`src/ioss_pkg.sv`:
```
// constants, types and register map of the sequence switch block
package ioss_pkg;
  localparam int NSEQ = 4;
  localparam int XW   = 36;
  localparam int BW   = 9;

  localparam logic [7:0] A_XLO    = 8'h00;
  localparam logic [7:0] A_XHI    = 8'h04;
  localparam logic [7:0] A_IOS    = 8'h08;
  localparam logic [7:0] A_TSD    = 8'h0C;
  localparam logic [7:0] A_STAT   = 8'h10;
  localparam logic [7:0] A_PRESET = 8'h14;
  localparam logic [7:0] A_UNIT   = 8'h18;

  // per-sequence wiring, bit i belongs to sequence i
  localparam logic [NSEQ-1:0] HAS_SWITCH = 4'h7;
  localparam logic [NSEQ-1:0] IS_INPUT   = 4'h5;
  localparam logic [NSEQ-1:0] HAS_FAULT  = 4'h3;
  localparam logic [NSEQ-1:0] FREE_RUN   = 4'h2;
  localparam logic [NSEQ-1:0] MULTI_MODE = 4'h6;
  localparam logic [NSEQ-1:0] MULTI_UNIT = 4'h2;
  localparam logic [NSEQ-1:0] NINE_BIT   = 4'h6;
  localparam logic [NSEQ-1:0] MAINT_BUSY = 4'h1;
  localparam logic [NSEQ-1:0] FIXED_NORM = 4'h1;

  localparam logic [4:0] PK_LAST   = 5'h0F;
  localparam logic [4:0] PK_SYNC_A = 5'h01;
  localparam logic [4:0] PK_SYNC_B = 5'h0C;
  localparam logic [4:0] PK_IOS    = 5'h0D;
  localparam logic [4:0] QK_LAST   = 5'h17;
  localparam logic [4:0] QK_CLR    = 5'h12;
  localparam logic [4:0] QK_SET    = 5'h14;
  localparam logic [4:0] CSK_LAST  = 5'h0F;
  localparam logic [4:0] CSK_SYNC  = 5'h0B;

  localparam logic [2:0] IOS_DISC  = 3'h2;
  localparam logic [2:0] IOS_MODE  = 3'h3;
  localparam logic [2:0] IOS_LOWER = 3'h4;
  localparam logic [2:0] IOS_RAISE = 3'h5;
  localparam logic [2:0] IOS_SEL   = 3'h6;

  // status level positions
  localparam int S_BUSY   = 0;
  localparam int S_MISSED = 1;
  localparam int S_FAULT  = 2;
  localparam int S_NORMAL = 3;
  localparam int S_RIGHT  = 4;
  localparam int S_IN     = 5;

  typedef enum logic [1:0] {
    ST_PK  = 2'b01,
    ST_DSK = 2'b10
  } ioss_state_t;

  typedef struct packed {
    logic conn;
    logic ready;
    logic fault;
    logic missed;
    logic asm_mode;
    logic reverse_direction_flag;
    logic in_dir;
    logic sub;
  } ioss_unit_t;
endpackage

```
`src/ioss_sync_if.sv`:
```
// per-unit link between the switch and its completion synchroniser
interface ioss_sync_if;
  logic sync_en;
  logic event_in;
  logic done;
  modport link (input sync_en, input event_in, output done);
  modport ctl  (output sync_en, output event_in, input done);
endinterface

```
`src/ioss_switch.sv`:
```
// sequence selector, timing control and sequence switches with apb access
module ioss_switch (
  input  wire logic                          pclk,
  input  wire logic                          presetn,
  input  wire logic [7:0]                    paddr,
  input  wire logic                          psel,
  input  wire logic                          penable,
  input  wire logic                          pwrite,
  input  wire logic [31:0]                   pwdata,
  output logic      [31:0]                   prdata,
  output logic                               pready,
  output logic                               pslverr,
  input  wire logic [ioss_pkg::NSEQ-1:0]     unit_done,
  input  wire logic [ioss_pkg::NSEQ-1:0]     unit_fault,
  input  wire logic [ioss_pkg::NSEQ-1:0]     unit_maint,
  input  wire logic [ioss_pkg::NSEQ*ioss_pkg::BW-1:0] input_data_bus,
  output logic                               sync_pulse,
  output logic                               unit_stop,
  output logic      [ioss_pkg::NSEQ-1:0]     unit_preset,
  output logic      [ioss_pkg::NSEQ*ioss_pkg::BW-1:0] unit_buffer,
  output logic      [ioss_pkg::NSEQ-1:0]     mode_select_pulse,
  output logic                               select_level,
  output logic      [ioss_pkg::NSEQ-1:0]     disconnect_level,
  output logic      [ioss_pkg::NSEQ-1:0]     active_sequence_select,
  output logic      [ioss_pkg::NSEQ-1:0]     control_sequence_select,
  output logic      [5:0]                    unit_status_levels,
  output logic                               ctl_to_xchg,
  output logic                               buf_to_xchg
);
  import ioss_pkg::*;

  typedef struct packed {
    ioss_state_t           st;
    logic [4:0]            pk;
    logic [4:0]            qk;
    logic [4:0]            delay_sync_counter;
    logic                  qk_on;
    logic                  eb;
    logic                  eb_req;
    logic                  tsd_pend;
    logic                  ios_pend;
    logic [2:0]            ios_type;
    logic [1:0]            ios_seq;
    logic [2:0]            ios_mode;
    logic [1:0]            ai;
    logic [XW-1:0]         xr;
    logic [NSEQ-1:0]       flag;
    logic [NSEQ-1:0]       act;
    logic [NSEQ-1:0]       nd;
    logic [NSEQ-1:0]       d1;
    logic [NSEQ-1:0]       d2;
    logic [NSEQ-1:0]       d3;
    logic [NSEQ-1:0]       f1;
    logic [NSEQ-1:0]       f2;
    logic [NSEQ-1:0]       m1;
    logic [NSEQ-1:0]       m2;
    logic [NSEQ*BW-1:0]    ib1;
    logic [NSEQ*BW-1:0]    ib2;
    logic [NSEQ*BW-1:0]    ubuf;
    ioss_unit_t [NSEQ-1:0] u;
    logic                  sync;
    logic                  stop;
    logic [NSEQ-1:0]       preset;
    logic [NSEQ-1:0]       msel;
    logic                  sel_lvl;
    logic [NSEQ-1:0]       disc;
    logic [5:0]            stat;
    logic                  ctl_x;
    logic                  buf_x;
    logic                  pready;
    logic                  pslverr;
    logic [31:0]           prdata;
  } ioss_st_t;

  ioss_st_t        q;
  ioss_st_t        n;
  logic [NSEQ-1:0] done;

  // status levels that sequence i reports
  function automatic logic [5:0] status_of(input ioss_unit_t uu, input logic mt,
                                           input int i);
    logic [5:0] s;
    s = '0;
    if (HAS_SWITCH[i]) begin
      s[S_BUSY]   = ~uu.conn | ~uu.ready | (MAINT_BUSY[i] & mt);
      s[S_MISSED] = FREE_RUN[i] & IS_INPUT[i] & uu.conn & uu.missed & ~mt;
      s[S_FAULT]  = HAS_FAULT[i] & ~mt & uu.conn & uu.fault;
      s[S_NORMAL] = MULTI_MODE[i] ? ~uu.asm_mode : FIXED_NORM[i];
      s[S_RIGHT]  = ~uu.reverse_direction_flag;
      s[S_IN]     = MULTI_UNIT[i] ? uu.in_dir : IS_INPUT[i];
    end
    return s;
  endfunction

  // exchange position of buffer bit b
  function automatic int xpos(input int i, input logic asm_on, input int b);
    int p;
    p = b;
    if (asm_on) begin
      p = NINE_BIT[i] ? 4 * b : 6 * b;
    end
    return p;
  endfunction

  function automatic int width_of(input int i);
    return NINE_BIT[i] ? 9 : 6;
  endfunction

  function automatic logic [2:0] pick(input logic [NSEQ-1:0] req);
    logic [2:0] r;
    r = '0;
    for (int i = 0; i < NSEQ; i++) begin
      if (req[i]) begin
        r = {1'b1, 2'(i)};
      end
    end
    return r;
  endfunction

  ioss_sync_if sif [NSEQ] ();

  generate
    for (genvar g = 0; g < NSEQ; g++) begin : g_unit
      assign sif[g].sync_en  = q.sync;
      assign sif[g].event_in = q.d2[g] & ~q.d3[g];
      assign done[g]         = sif[g].done;
      ioss_sync u_sync (
        .pclk    (pclk),
        .presetn (presetn),
        .s       (sif[g])
      );
    end
  endgenerate

  always_comb begin
    logic        wr;
    logic [2:0]  pk_sel;
    logic [5:0]  act_st;
    int          a;
    int          j;
    ioss_unit_t  uu;
    logic [5:0]  ev_st;
    wr     = psel & penable & q.pready & pwrite;
    // any raised flag competes; a completion only raises one on a connected unit
    pk_sel = pick(q.flag);
    a      = int'(q.ai);
    act_st = status_of(q.u[a], q.m2[a], a);
    j      = 0;
    uu     = '0;
    ev_st  = '0;
    n = q;
    n.sync   = 1'b0;
    n.msel   = '0;
    n.disc   = '0;
    n.preset = '0;
    n.pready = 1'b0;
    n.pslverr = 1'b0;
    // pins cross in through two flops
    n.d1  = unit_done;
    n.d2  = q.d1;
    n.d3  = q.d2;
    n.f1  = unit_fault;
    n.f2  = q.f1;
    n.m1  = unit_maint;
    n.m2  = q.m1;
    n.ib1 = input_data_bus;
    n.ib2 = q.ib1;

    // register access, answered one cycle after setup
    if (psel && !penable) begin
      n.pready = 1'b1;
      n.prdata = '0;
      case (paddr)
        A_XLO:    n.prdata = q.xr[31:0];
        A_XHI:    n.prdata = {28'h0000000, q.xr[XW-1:32]};
        A_IOS:    n.prdata = {23'h000000, q.ios_pend, q.ios_mode, q.ios_seq, q.ios_type};
        A_TSD:    n.prdata = {28'h0000000, q.tsd_pend, q.qk_on, q.eb, q.eb_req};
        A_STAT:   n.prdata = {10'h000, q.st, q.buf_x, q.ctl_x, q.stat, q.flag,
                              q.nd, q.act};
        A_PRESET: n.prdata = {31'h00000000, q.stop};
        A_UNIT:   n.prdata = q.u;
        default:  n.pslverr = 1'b1;
      endcase
    end
    if (wr) begin
      case (paddr)
        A_XLO: n.xr[31:0] = pwdata;
        A_XHI: n.xr[XW-1:32] = pwdata[3:0];
        A_IOS: begin
          n.ios_pend = 1'b1;
          n.ios_type = pwdata[2:0];
          n.ios_seq  = pwdata[4:3];
          n.ios_mode = pwdata[7:5];
          n.nd       = NSEQ'(1) << pwdata[4:3];
        end
        A_TSD: begin
          n.tsd_pend = 1'b1;
          n.eb_req   = pwdata[0];
        end
        A_PRESET: begin
          n.stop = pwdata[1];
          if (pwdata[0]) begin
            for (int i = 0; i < NSEQ; i++) begin
              if (!q.m2[i]) begin
                n.preset[i] = 1'b1;
                n.u[i]       = '0;
                n.u[i].ready = ~IS_INPUT[i];
                n.u[i].in_dir = IS_INPUT[i];
                n.stop       = 1'b1;
              end
            end
          end
        end
        default: ;
      endcase
    end

    // instruction and delay cycles
    case (q.st)
      ST_PK: begin
        n.pk = (q.pk == PK_LAST) ? 5'h00 : q.pk + 5'h01;
        if ((q.pk == PK_SYNC_A || q.pk == PK_SYNC_B) && !q.qk_on) begin
          n.sync = 1'b1;
        end
        if (q.pk == PK_LAST) begin
          if (q.tsd_pend && !q.qk_on) begin
            if (act_st[S_BUSY]) begin
              n.st  = ST_DSK;
              n.delay_sync_counter = 5'h00;
            end else begin
              n.qk_on    = 1'b1;
              n.qk       = 5'h00;
              n.eb       = q.eb_req;
              n.tsd_pend = 1'b0;
            end
          end else if (!q.qk_on && !q.tsd_pend && pk_sel[2]) begin
            n.ai  = pk_sel[1:0];
            n.act = NSEQ'(1) << pk_sel[1:0];
          end
        end
      end
      ST_DSK: begin
        n.delay_sync_counter = q.delay_sync_counter + 5'h01;
        // pulse at count CSK_SYNC while the active unit is still busy
        if (q.delay_sync_counter == CSK_SYNC && act_st[S_BUSY]) begin
          n.sync = 1'b1;
        end
        if (q.delay_sync_counter == CSK_LAST) begin
          n.delay_sync_counter = 5'h00;
          if (!act_st[S_BUSY]) begin
            n.st = ST_PK;
            n.pk = 5'h00;
          end
        end
      end
      default: begin
        n.st = ST_PK;
        n.pk = 5'h00;
      end
    endcase

    // operand cycle of a transfer on the active sequence
    if (q.qk_on) begin
      n.qk = q.qk + 5'h01;
      uu = q.u[a];
      if (q.eb) begin
        // direction via status: in_dir control flop on MULTI_UNIT sequences, IS_INPUT wiring otherwise
        if (!act_st[S_IN]) begin
          if (q.qk == QK_CLR) begin
            n.ubuf[a*BW +: BW] = '0;
          end
          if (q.qk == QK_SET) begin
            for (int b = 0; b < BW; b++) begin
              j = xpos(a, uu.asm_mode, b);
              if (b < width_of(a) && q.xr[j]) begin
                n.ubuf[a*BW + b] = 1'b1;
              end
            end
          end
        end else if (q.qk == QK_SET) begin
          for (int b = 0; b < BW; b++) begin
            j = xpos(a, uu.asm_mode, b);
            if (b < width_of(a)) begin
              n.xr[j] = q.ubuf[a*BW + b];
            end
          end
        end
      end
      if (q.qk == QK_LAST) begin
        n.qk_on      = 1'b0;
        n.u[a].ready = 1'b0;
        n.flag[a]    = 1'b0;
      end
    end

    // control instruction at its time slot
    if (q.st == ST_PK && q.pk == PK_IOS && q.ios_pend) begin
      j = int'(q.ios_seq);
      n.ios_pend = 1'b0;
      n.nd       = '0;
      if (q.ios_type == IOS_LOWER) begin
        n.flag[j] = 1'b0;
      end else if (q.ios_type == IOS_RAISE) begin
        n.flag[j] = 1'b1;
      end else if (!q.m2[j] && HAS_SWITCH[j]) begin
        if (q.ios_type == IOS_MODE || q.ios_type == IOS_SEL) begin
          n.msel[j] = 1'b1;
          n.sel_lvl = (q.ios_type == IOS_SEL);
          if (!q.u[j].conn) begin
            n.u[j].conn  = 1'b1;
            n.u[j].ready = ~IS_INPUT[j];
          end
          if (q.ios_type == IOS_SEL && MULTI_UNIT[j]) begin
            n.u[j].sub = q.ios_mode[0];
          end else begin
            n.u[j].asm_mode = MULTI_MODE[j] & q.ios_mode[0];
            n.u[j].reverse_direction_flag      = q.ios_mode[1];
            if (MULTI_UNIT[j]) begin
              n.u[j].in_dir = q.ios_mode[2];
            end
          end
        end else if (q.ios_type == IOS_DISC) begin
          n.disc[j]   = 1'b1;
          n.u[j].conn = 1'b0;
        end
      end
    end

    // hardware events last so a same-cycle set beats a clear
    for (int i = 0; i < NSEQ; i++) begin
      if (q.f2[i] && HAS_FAULT[i]) begin
        n.u[i].fault = 1'b1;
      end
      if (done[i] && q.u[i].conn) begin
        n.flag[i] = 1'b1;
        ev_st = status_of(q.u[i], q.m2[i], i);
        if (ev_st[S_IN]) begin
          if (q.u[i].ready && FREE_RUN[i]) begin
            n.u[i].missed = 1'b1;
          end
          n.ubuf[i*BW +: BW] = q.ib2[i*BW +: BW];
        end
        n.u[i].ready = 1'b1;
      end
    end

    n.stat  = act_st;
    n.ctl_x = ~(q.qk_on & q.eb);
    n.buf_x = q.qk_on & q.eb;
  end

  always_ff @(posedge pclk or negedge presetn) begin
    if (!presetn) begin
      q        <= '0;
      q.st     <= ST_PK;
      q.ctl_x  <= 1'b1;
      q.stat   <= 6'h00;
      for (int i = 0; i < NSEQ; i++) begin
        q.u[i].ready  <= ~IS_INPUT[i];
        q.u[i].in_dir <= IS_INPUT[i];
      end
      q.stop   <= 1'b1;
      q.act    <= 4'h1;
    end else begin
      q <= n;
    end
  end

  // sync and stop reach every switch
  assign sync_pulse              = q.sync;
  assign unit_stop               = q.stop;
  assign unit_preset             = q.preset;
  assign unit_buffer             = q.ubuf;
  assign mode_select_pulse       = q.msel;
  assign select_level            = q.sel_lvl;
  assign disconnect_level        = q.disc;
  assign active_sequence_select  = q.act;
  assign control_sequence_select = q.nd;
  assign unit_status_levels      = q.stat;
  assign ctl_to_xchg             = q.ctl_x;
  assign buf_to_xchg             = q.buf_x;
  assign prdata                  = q.prdata;
  assign pready                  = q.pready;
  assign pslverr                 = q.pslverr;
endmodule

```
`src/ioss_sync.sv`:
```
// completion synchroniser stepped by the sync pulses
module ioss_sync (
  input wire logic   pclk,
  input wire logic   presetn,
  ioss_sync_if.link  s
);
  typedef struct packed {
    logic pend;
    logic s1;
    logic s2;
  } ioss_sy_t;

  ioss_sy_t q;
  ioss_sy_t n;

  // s1 and s2 only move on a sync pulse; an event sets pend in any cycle
  always_comb begin
    n = q;
    if (s.sync_en) begin
      n.s1 = q.pend;
      n.s2 = q.s1;
      if (q.s2) begin
        n.pend = 1'b0;
        n.s1   = 1'b0;
        n.s2   = 1'b0;
      end
    end
    if (s.event_in) begin
      n.pend = 1'b1;
    end
  end

  assign s.done = s.sync_en & q.s2;

  always_ff @(posedge pclk or negedge presetn) begin
    if (!presetn) begin
      q <= '0;
    end else begin
      q <= n;
    end
  end
endmodule

```
`config.mk`:
```
export PLATFORM = sky130hd
export DESIGN_NAME = ioss_switch
export DESIGN_NICKNAME = d
export VERILOG_FILES = /design/src/ioss_pkg.sv /design/src/ioss_sync_if.sv /design/src/ioss_switch.sv /design/src/ioss_sync.sv
export SDC_FILE = /design/constraint.sdc
export NUM_CORES = 1
export LEC_CHECK = 0
export BUFFER_PORTS_ARGS = -buffer_cell sky130_fd_sc_hd__buf_2
export CORE_AREA = 2 2 185 187
export CTS_CLUSTER_SIZE = 20
export DETAILED_ROUTE_END_ITERATION = 10
export DIE_AREA = 0 0 187 189
export HOLD_SLACK_MARGIN = 0.15
export PLACE_DENSITY = 0.66
export SYNTH_ARGS = -nofsm -noshare
export SYNTH_HDL_FRONTEND = slang
export SYNTH_SLANG_ARGS = --single-unit
```
`constraint.sdc`:
```
create_clock -name pclk -period 5.9 [get_ports pclk]
set_input_delay 1.18 -clock pclk [delete_from_list [all_inputs] [get_ports pclk]]
set_output_delay 1.18 -clock pclk [all_outputs]
set_load 0.1 [all_outputs]
```
==> results.py, run 1 <==
metrics = {
    "status": {
        "outcome": "complete, no violations",
    },
    "pwr": {
        "intPower_mw": 3.40,
        "clkPwrFrac": 0.462,
        "p_switching_mw": 1.26,
        "switching_share": 0.270,
        "power_density_nw_per_um2": 274,
        "power.total_mw": 4.66,
        "leakage_nw": 7.70,
        "p_seq_frac": 0.456,
        "vdd_drop_max_mv": 0.224,
        "combPwrFrac": 0.081,
    },
    "grt": {
        "track_usage": 0.296,
        "grt_use_met1": 0.406,
        "grt_first_pass_wirelength_mm": 78.8,
        "grt_max_degree": 138,
        "grt.busiest_layer": "met2",
        "grt_util_met3": 0.0710,
        "antenna_found_initial": 1,
        "overflow": 0,
        "met2_usage": 0.444,
        "grt_pass1_vias": 12300,
    },
    "synthesis": {
        "synth_cells": 1481,
        "synthArstFlopShare": 1.00,
        "ys_seq_area_frac": 0.486,
        "synthesis.area_um2": 15200,
        "synth.yosys.warnings": 0,
        "synth_edf_count": 0,
        "ys_types": 75,
        "ys.flop_type": "dfrtp_1",
        "ys_seq_elements": 295,
        "synth.avg_cell_area_um2": 10.3,
    },
    "finish": {
        "final_layout_size_suffix_gt1_frac": 0.232,
        "syn_to_final_growth_pct": 11.9,
        "nets": 1661,
        "final_cells": 2023,
        "final_util": 0.511,
        "fin_area_um2": 17000,
        "final_cell_mix": "dfrtp_1 (286), buf_2 (181), nand2_1 (164)",
        "seq_area_um2": 7390,
        "multi_input_area_um2": 6570,
        "final_common_cell": "dfrtp_1",
        "n_fill_cell": 3018,
    },
    "floorplan": {
        "die_w_um": 187,
        "rows": 67,
        "ioPinCount": 194,
        "start_util": 0.457,
        "core_area_um2": 33300,
        "dieArea_um2": 35300,
        "die_h_um": 189,
    },
    "sta": {
        "finalMaxSlewViolations": 0,
        "setup_viol": 0,
        "min_period_over_period": 0.673,
        "slew_headroom": 0.188,
        "skew_ns": 0.0261,
        "hold_viol_final": 0,
        "worst_pin_slew_ns": 1.22,
        "grt_setup_unrepaired": "false",
        "min_period_ns": 3.97,
        "max_freq_ghz": 0.252,
        "setup_tns_ns": 0,
    },
    "flow_run": {
        "cap_violations": 0,
    },
    "drt": {
        "drtPass1Iterations": 7,
        "wl_per_cell_um": 25.9,
        "drt_iter0_drc": 1451,
        "antenna_left": 0,
        "wl_mm": 52.3,
        "via_per_inst": 6.18,
        "vias": 12500,
        "drc": 0,
    },
    "worst_setup_path": {
        "path_cells": "inv_1, ha_2, buf_4, mux4_2, mux4_2, o22ai_1, or2_2, a22oi_1",
        "critical-path-max-stage-delay_ns": 0.88,
        "critical_path_arrival_ns": 4.38,
        "timing.rr.start": "q[273]$_DFFE_PN0P_",
        "start_kind": "register",
        "end_kind": "register",
        "critPathKind": "register to register",
        "critPathSlowestCell": "ha_2",
        "critPathRequiredTime_ns": 6.31,
        "crit_fanout": 40,
        "startpoint": "q[273]$_DFFE_PN0P_",
        "path_common_cell": "mux4_2",
        "r2r_setup_slack_ns": 1.93,
    },
    "placed_design": {
        "place.gp.congestion": 0.968,
        "place_inst": 1958,
        "io_buffers": 182,
        "placed_cell_area_um2": 15800,
        "dp_hpwl_mm": 37.7,
    },
    "clock_network": {
        "ctsHoldBuffers": 0,
        "cts_made_buffers": 35,
        "insertion_delay_ns": 0.56,
        "ctsRootBufferMaster": "clkbuf_16",
        "cts_resized": 0,
        "ctsLongestPathBuffers": 3,
        "htree_levels": 2,
        "cts_setup_buffers": 0,
        "cts.sinks": 295,
        "cts_tree": "yes",
        "cts.clk_slew.worst_paths_ns": 0.06,
    },
    "worst_hold_path": {
        "worstHoldPathType": "register to register",
        "hp-start": "n[217]$_DFF_PN0_",
    },
}
worst max-delay path: cells and delay by family, from the launching register on:
| kind | cells | cell delay [ns] |
|---|---|---|
| and+or+nand+nor | 1 | 0.18 |
| muxes | 2 | 0.94 |
| buffers and inverters | 2 | 0.68 |
| adders and majority gates | 1 | 0.88 |
| DFF | 1 | 0.70 |
| AOI/OAI and AO/OA | 2 | 0.41 |
per-layer routing:
metal	vias up	routed length, µm
li1	5430	-
met1	6206	21800
met2	720	23000
met3	142	4950
met4	0	2560
met5	-	0
stage by stage:
| stage | hold slack (ns) | worst slack (ns) |
|---|---|---|
| after floorplan | 0.331 | 2.02 |
| after global placement | 0.332 | 2.04 |
| after detailed placement | 0.335 | 2.01 |
| after CTS | 0.340 | 2.00 |
| after global routing | 0.346 | 1.76 |
| final | 0.338 | 1.93 |
sequential cells by signal (all words and copies together), names as in the netlist, 6 cells and up, named ones only:
name,count
q,136
g_unit.u_sync.q,12
unit_status_levels,6
n,41
unit_buffer,36
prdata,32
kinds of logic after synthesis:
kind of cell             synth area share
flip-flops                          0.486
adder cells (fa/ha/maj)            0.0173
buffers and inverters              0.0828
other                            0.000247
multiplexers                        0.119
XOR/XNOR                          0.00230
AND/OR/NAND/NOR                     0.139
AO/OA/AOI/OAI                       0.154
Yosys cell counts, types with 10 or more instances:
master	instances	area, µm²
a31oi_1	32	200
and3_1	15	93.8
nor3_1	17	85.1
buf_4	94	706
mux2i_1	43	430
a221oi_1	13	114
o22ai_1	11	68.8
clkbuf_1	62	233
a22oi_1	30	225
mux4_2	39	878
o21ai_0	74	370
and2_1	17	106
a21oi_1	68	340
mux2_2	44	495
dfrtp_1	287	7180
nor2_1	109	409
a222oi_1	11	110
buf_2	16	80.1
o31ai_1	12	90.1
inv_1	55	206
nand2_1	164	616
a211oi_1	11	82.6
ha_1	21	263
nand4_1	10	62.6
nand3_1	61	305
power by group through the flow:
| stage | logic (mW) | clock network, mW | registers, mW |
|---|---|---|---|
| global route | 0.402 | 2.28 | 2.13 |
| detailed placement | 0.383 | 0 | 2.16 |
| global placement | 0.380 | 0 | 2.16 |
| finish | 0.380 | 2.16 | 2.13 |
| CTS | 0.384 | 2.19 | 2.13 |
| floorplan | 0.299 | 0 | 2.15 |
path summary, 6_finish.rpt:
| kind | cells past startpoint | end |
|---|---|---|
| max in group asynchronous | 2 | q[138]$_DFF_PN0_ |
| min in group asynchronous | 1 | q[258]$_DFF_PN0_ |
| hold / removal | 0 | n[213]$_DFF_PN0_ |
| setup / recovery | 8 | q[249]$_DFF_PN0_ |
| setup reg to reg | 8 | q[249]$_DFF_PN0_ |
| hold reg to reg | 0 | n[213]$_DFF_PN0_ |
layout make-up:
| cell class | count | area share |
|---|---|---|
| Sequential cell | 295 | 0.435 |
| Multi-Input combinational cell | 953 | 0.386 |
| Timing Repair Buffer | 206 | 0.0655 |
| Clock buffer | 54 | 0.0592 |
| Tap cell | 448 | 0.0330 |
| Inverter | 56 | 0.0124 |
| Clock inverter | 10 | 0.00876 |
| Antenna cell | 1 | 0.000147 |
No activity file was read; power rests on OpenSTA's default activity.
==> inputs of run 2 (changes only) <==
--- a/config.mk
+++ b/config.mk
@@ -5,11 +5,12 @@
 export SDC_FILE = /design/constraint.sdc
 export NUM_CORES = 1
 export LEC_CHECK = 0
+export ABC_AREA = 1
 export BUFFER_PORTS_ARGS = -buffer_cell sky130_fd_sc_hd__buf_2
-export CORE_AREA = 2 2 185 187
+export CORE_AREA = 2 2 190 192
 export CTS_CLUSTER_SIZE = 20
 export DETAILED_ROUTE_END_ITERATION = 10
-export DIE_AREA = 0 0 187 189
+export DIE_AREA = 0 0 192 194
 export HOLD_SLACK_MARGIN = 0.15
 export PLACE_DENSITY = 0.66
 export SYNTH_ARGS = -nofsm -noshare
==> constraint.sdc (replaced) <==
create_clock -name pclk -period 4.03 [get_ports pclk]
set_input_delay 0.806 -clock pclk [delete_from_list [all_inputs] [get_ports pclk]]
set_output_delay 0.806 -clock pclk [all_outputs]
set_load 0.1 [all_outputs]
==> results.py, run 2 <==
metrics = {
    "status": {
        "outcome": "complete, no violations",
    },
    "clock_network": {
        "cts.clk_slew.worst_paths_ns": 0.06,
        "htree_levels": 2,
        "insertion_delay_ns": 0.55,
        "cts_setup_buffers": 0,
        "ctsHoldBuffers": 0,
        "ctsLongestPathBuffers": 3,
        "cts_tree": "yes",
        "cts_resized": 0,
        "cts.sinks": 295,
        "ctsRootBufferMaster": "clkbuf_16",
        "cts_made_buffers": 34,
    },
    "grt": {
        "antenna_found_initial": 0,
        "grt_max_degree": 105,
        "track_usage": 0.306,
        "overflow": 0,
        "grt_first_pass_wirelength_mm": 85.9,
        "grt_pass1_vias": 14000,
    },
    "sta": {
        "setup_viol": 0,
        "hold_viol_final": 0,
        "grt_setup_unrepaired": "false",
        "final.setup.worst_slack_ns": 0.956,
        "setup_tns_ns": 0,
        "min_period_over_period": 0.763,
        "slew_headroom": 0.280,
        "min_period_ns": 3.07,
        "worst_pin_slew_ns": 1.07,
        "finalMaxSlewViolations": 0,
        "skew_ns": 0.0267,
        "max_freq_ghz": 0.325,
        "whs_ns": 0.305,
    },
    "worst_setup_path": {
        "start_kind": "register",
        "critical_path_arrival_ns": 3.54,
        "critPathKind": "register to register",
        "end_kind": "register",
        "worst_r2r_path_depth": 13,
        "critPathRequiredTime_ns": 4.50,
        "r2r_end": "unit_buffer[10]$_DFF_PN0_",
        "crit_fanout": 47,
        "r2r_setup_slack_ns": 0.96,
        "timing.rr.start": "q[273]$_DFFE_PN0P_",
    },
    "finish": {
        "final_cell_mix": "nand2_1 (514), dfrtp_1 (286), inv_1 (234)",
        "syn_to_final_growth_pct": 12.7,
        "final_common_cell": "nand2_1",
        "n_antenna_cell": 0,
        "top_register": "q",
        "largest_register_ffs": 136,
        "final_layout_size_suffix_gt1_frac": 0.167,
        "nets": 2277,
        "final_cells": 2648,
    },
    "pwr": {
        "p_seq_frac": 0.295,
        "vdd_drop_max_mv": 0.476,
        "switching_share": 0.432,
        "power_density_nw_per_um2": 618,
        "intPower_mw": 6.35,
        "leakage_nw": 9.15,
        "power.total_mw": 11.2,
        "clkPwrFrac": 0.307,
        "p_switching_mw": 4.82,
        "combPwrFrac": 0.398,
    },
    "synthesis": {
        "synth_compound_area_frac": 0.146,
        "synth.yosys.warnings": 0,
        "synth_edf_count": 0,
        "synthMuxAreaShare": 0.00702,
        "ys_types": 57,
        "synthesis.area_um2": 16000,
        "yosys.area_share.simple": 0.242,
        "synth_largest_area_cell": "dfrtp_1",
        "synth_top_area_frac": 0.448,
        "yosysMostFrequentCell": "nand2_1",
        "synth_commonest_cells": "nand2_1 (515), dfrtp_1 (287), inv_1 (234)",
        "ys.flop_type": "dfrtp_1",
        "ys_seq_elements": 295,
        "synth.avg_cell_area_um2": 7.75,
        "synth_top_family_by_area": "simple AND/OR/NAND/NOR gates",
        "synth_cells": 2069,
        "synthArstFlopShare": 1.00,
        "synthAdderAreaFrac": 0.0164,
        "synth_xor_xnor_area_share": 0.00273,
        "synthTopCellsByArea": "dfrtp_1 (45%), nand2_1 (12%), o21ai_0 (6.2%), inv_1 (5.5%), buf_4 (4.6%)",
        "ys_seq_area_frac": 0.461,
    },
    "floorplan": {
        "die_w_um": 192,
        "start_util": 0.455,
        "die_h_um": 194,
        "rows": 69,
        "ioPinCount": 194,
        "dieArea_um2": 37200,
        "core_area_um2": 35200,
    },
    "placed_design": {
        "io_buffers": 182,
        "dp_slack_ns": 0.852,
        "dp_hpwl_mm": 43.0,
        "place.gp.congestion": 1.00,
        "place_inst": 2588,
    },
    "drt": {
        "wl_mm": 56.7,
        "drt_iter0_drc": 1540,
        "antenna_left": 0,
        "wl_per_cell_um": 21.4,
        "vias": 14700,
        "drtPass1Iterations": 6,
        "drc": 0,
        "via_per_inst": 5.57,
    },
    "flow_run": {
        "cap_violations": 0,
    },
    "worst_hold_path": {
        "worstHoldPathType": "primary input to async pin",
    },
}
-- run 2: per-stage QoR --
step	cell area (µm²)	utilization
3_5_place_dp	16800	0.478
6_report	18100	0.513
4_1_cts	18100	0.513
3_3_place_gp	16800	0.478
5_1_grt	18100	0.513
2_1_floorplan	16000	-
-- run 2: worst max-delay path by stage --
| stage | end | cells past startpoint | startpoint | slack [ns] |
|---|---|---|---|---|
| after floorplan | q[257]$_DFF_PN0_ | 18 | q[273]$_DFFE_PN0P_ | 1.19 |
| after global placement | prdata[3]$_DFFE_PN0P_ | 8 | paddr[5] | 0.88 |
| after detailed placement | prdata[3]$_DFFE_PN0P_ | 8 | paddr[5] | 0.85 |
| after CTS | unit_buffer[10]$_DFF_PN0_ | 13 | q[273]$_DFFE_PN0P_ | 1.05 |
| after global routing | unit_buffer[10]$_DFF_PN0_ | 13 | q[273]$_DFFE_PN0P_ | 0.81 |
| final | unit_buffer[10]$_DFF_PN0_ | 13 | q[273]$_DFFE_PN0P_ | 0.96 |
-- run 2: final cells by class --
type,count,area (µm²)
Inverter,251,945
Multi-Input combinational cell,1356,6650
Fill cell,3436,17100
Tap cell,461,577
Clock inverter,22,354
Timing Repair Buffer,225,1270
Clock buffer,38,896
Sequential cell,295,7390
-- run 2: worst max-delay path: stages, from the launching register on --
cell     delay, ns
dfrtp_2       0.44
buf_4         0.46
nand2_1       0.12
nand3_2       0.17
nand2_4       0.17
nor2_4        0.18
nand2_1       0.08
nand2_2       0.30
inv_2         0.21
nor2_2        0.30
nand2_1       0.09
nand3_1       0.18
nand2_1       0.10
a21oi_1       0.15
-- run 2: power groups by stage --
stage,registers [mW],logic [mW],clock network [mW]
4_1_cts,3.29,4.32,3.50
6_report,3.29,4.45,3.43
3_3_place_gp,3.34,4.30,0
2_1_floorplan,3.33,2.88,0
3_5_place_dp,3.34,4.31,0
5_1_grt,3.31,4.76,3.63
-- run 2: kinds of logic (layout without fill, tap and decap cells) --
logic type	after synthesis	count (layout)
simple gates	897	897
compound gates	421	421
buf+inv	419	536
flops	295	295
fa+ha+maj	21	21
mux	10	10
xor+xnor	5	5
other cells	1	2
-- run 2: per-layer routing --
| metal | global-route usage | up-vias | routed length (µm) |
|---|---|---|---|
| met4 | 0.112 | 0 | 2020 |
| met1 | 0.452 | 7056 | 25800 |
| met2 | 0.447 | 710 | 24300 |
| met3 | 0.0554 | 125 | 4660 |
| li1 | - | 6856 | - |
| met5 | 0 | - | 0 |
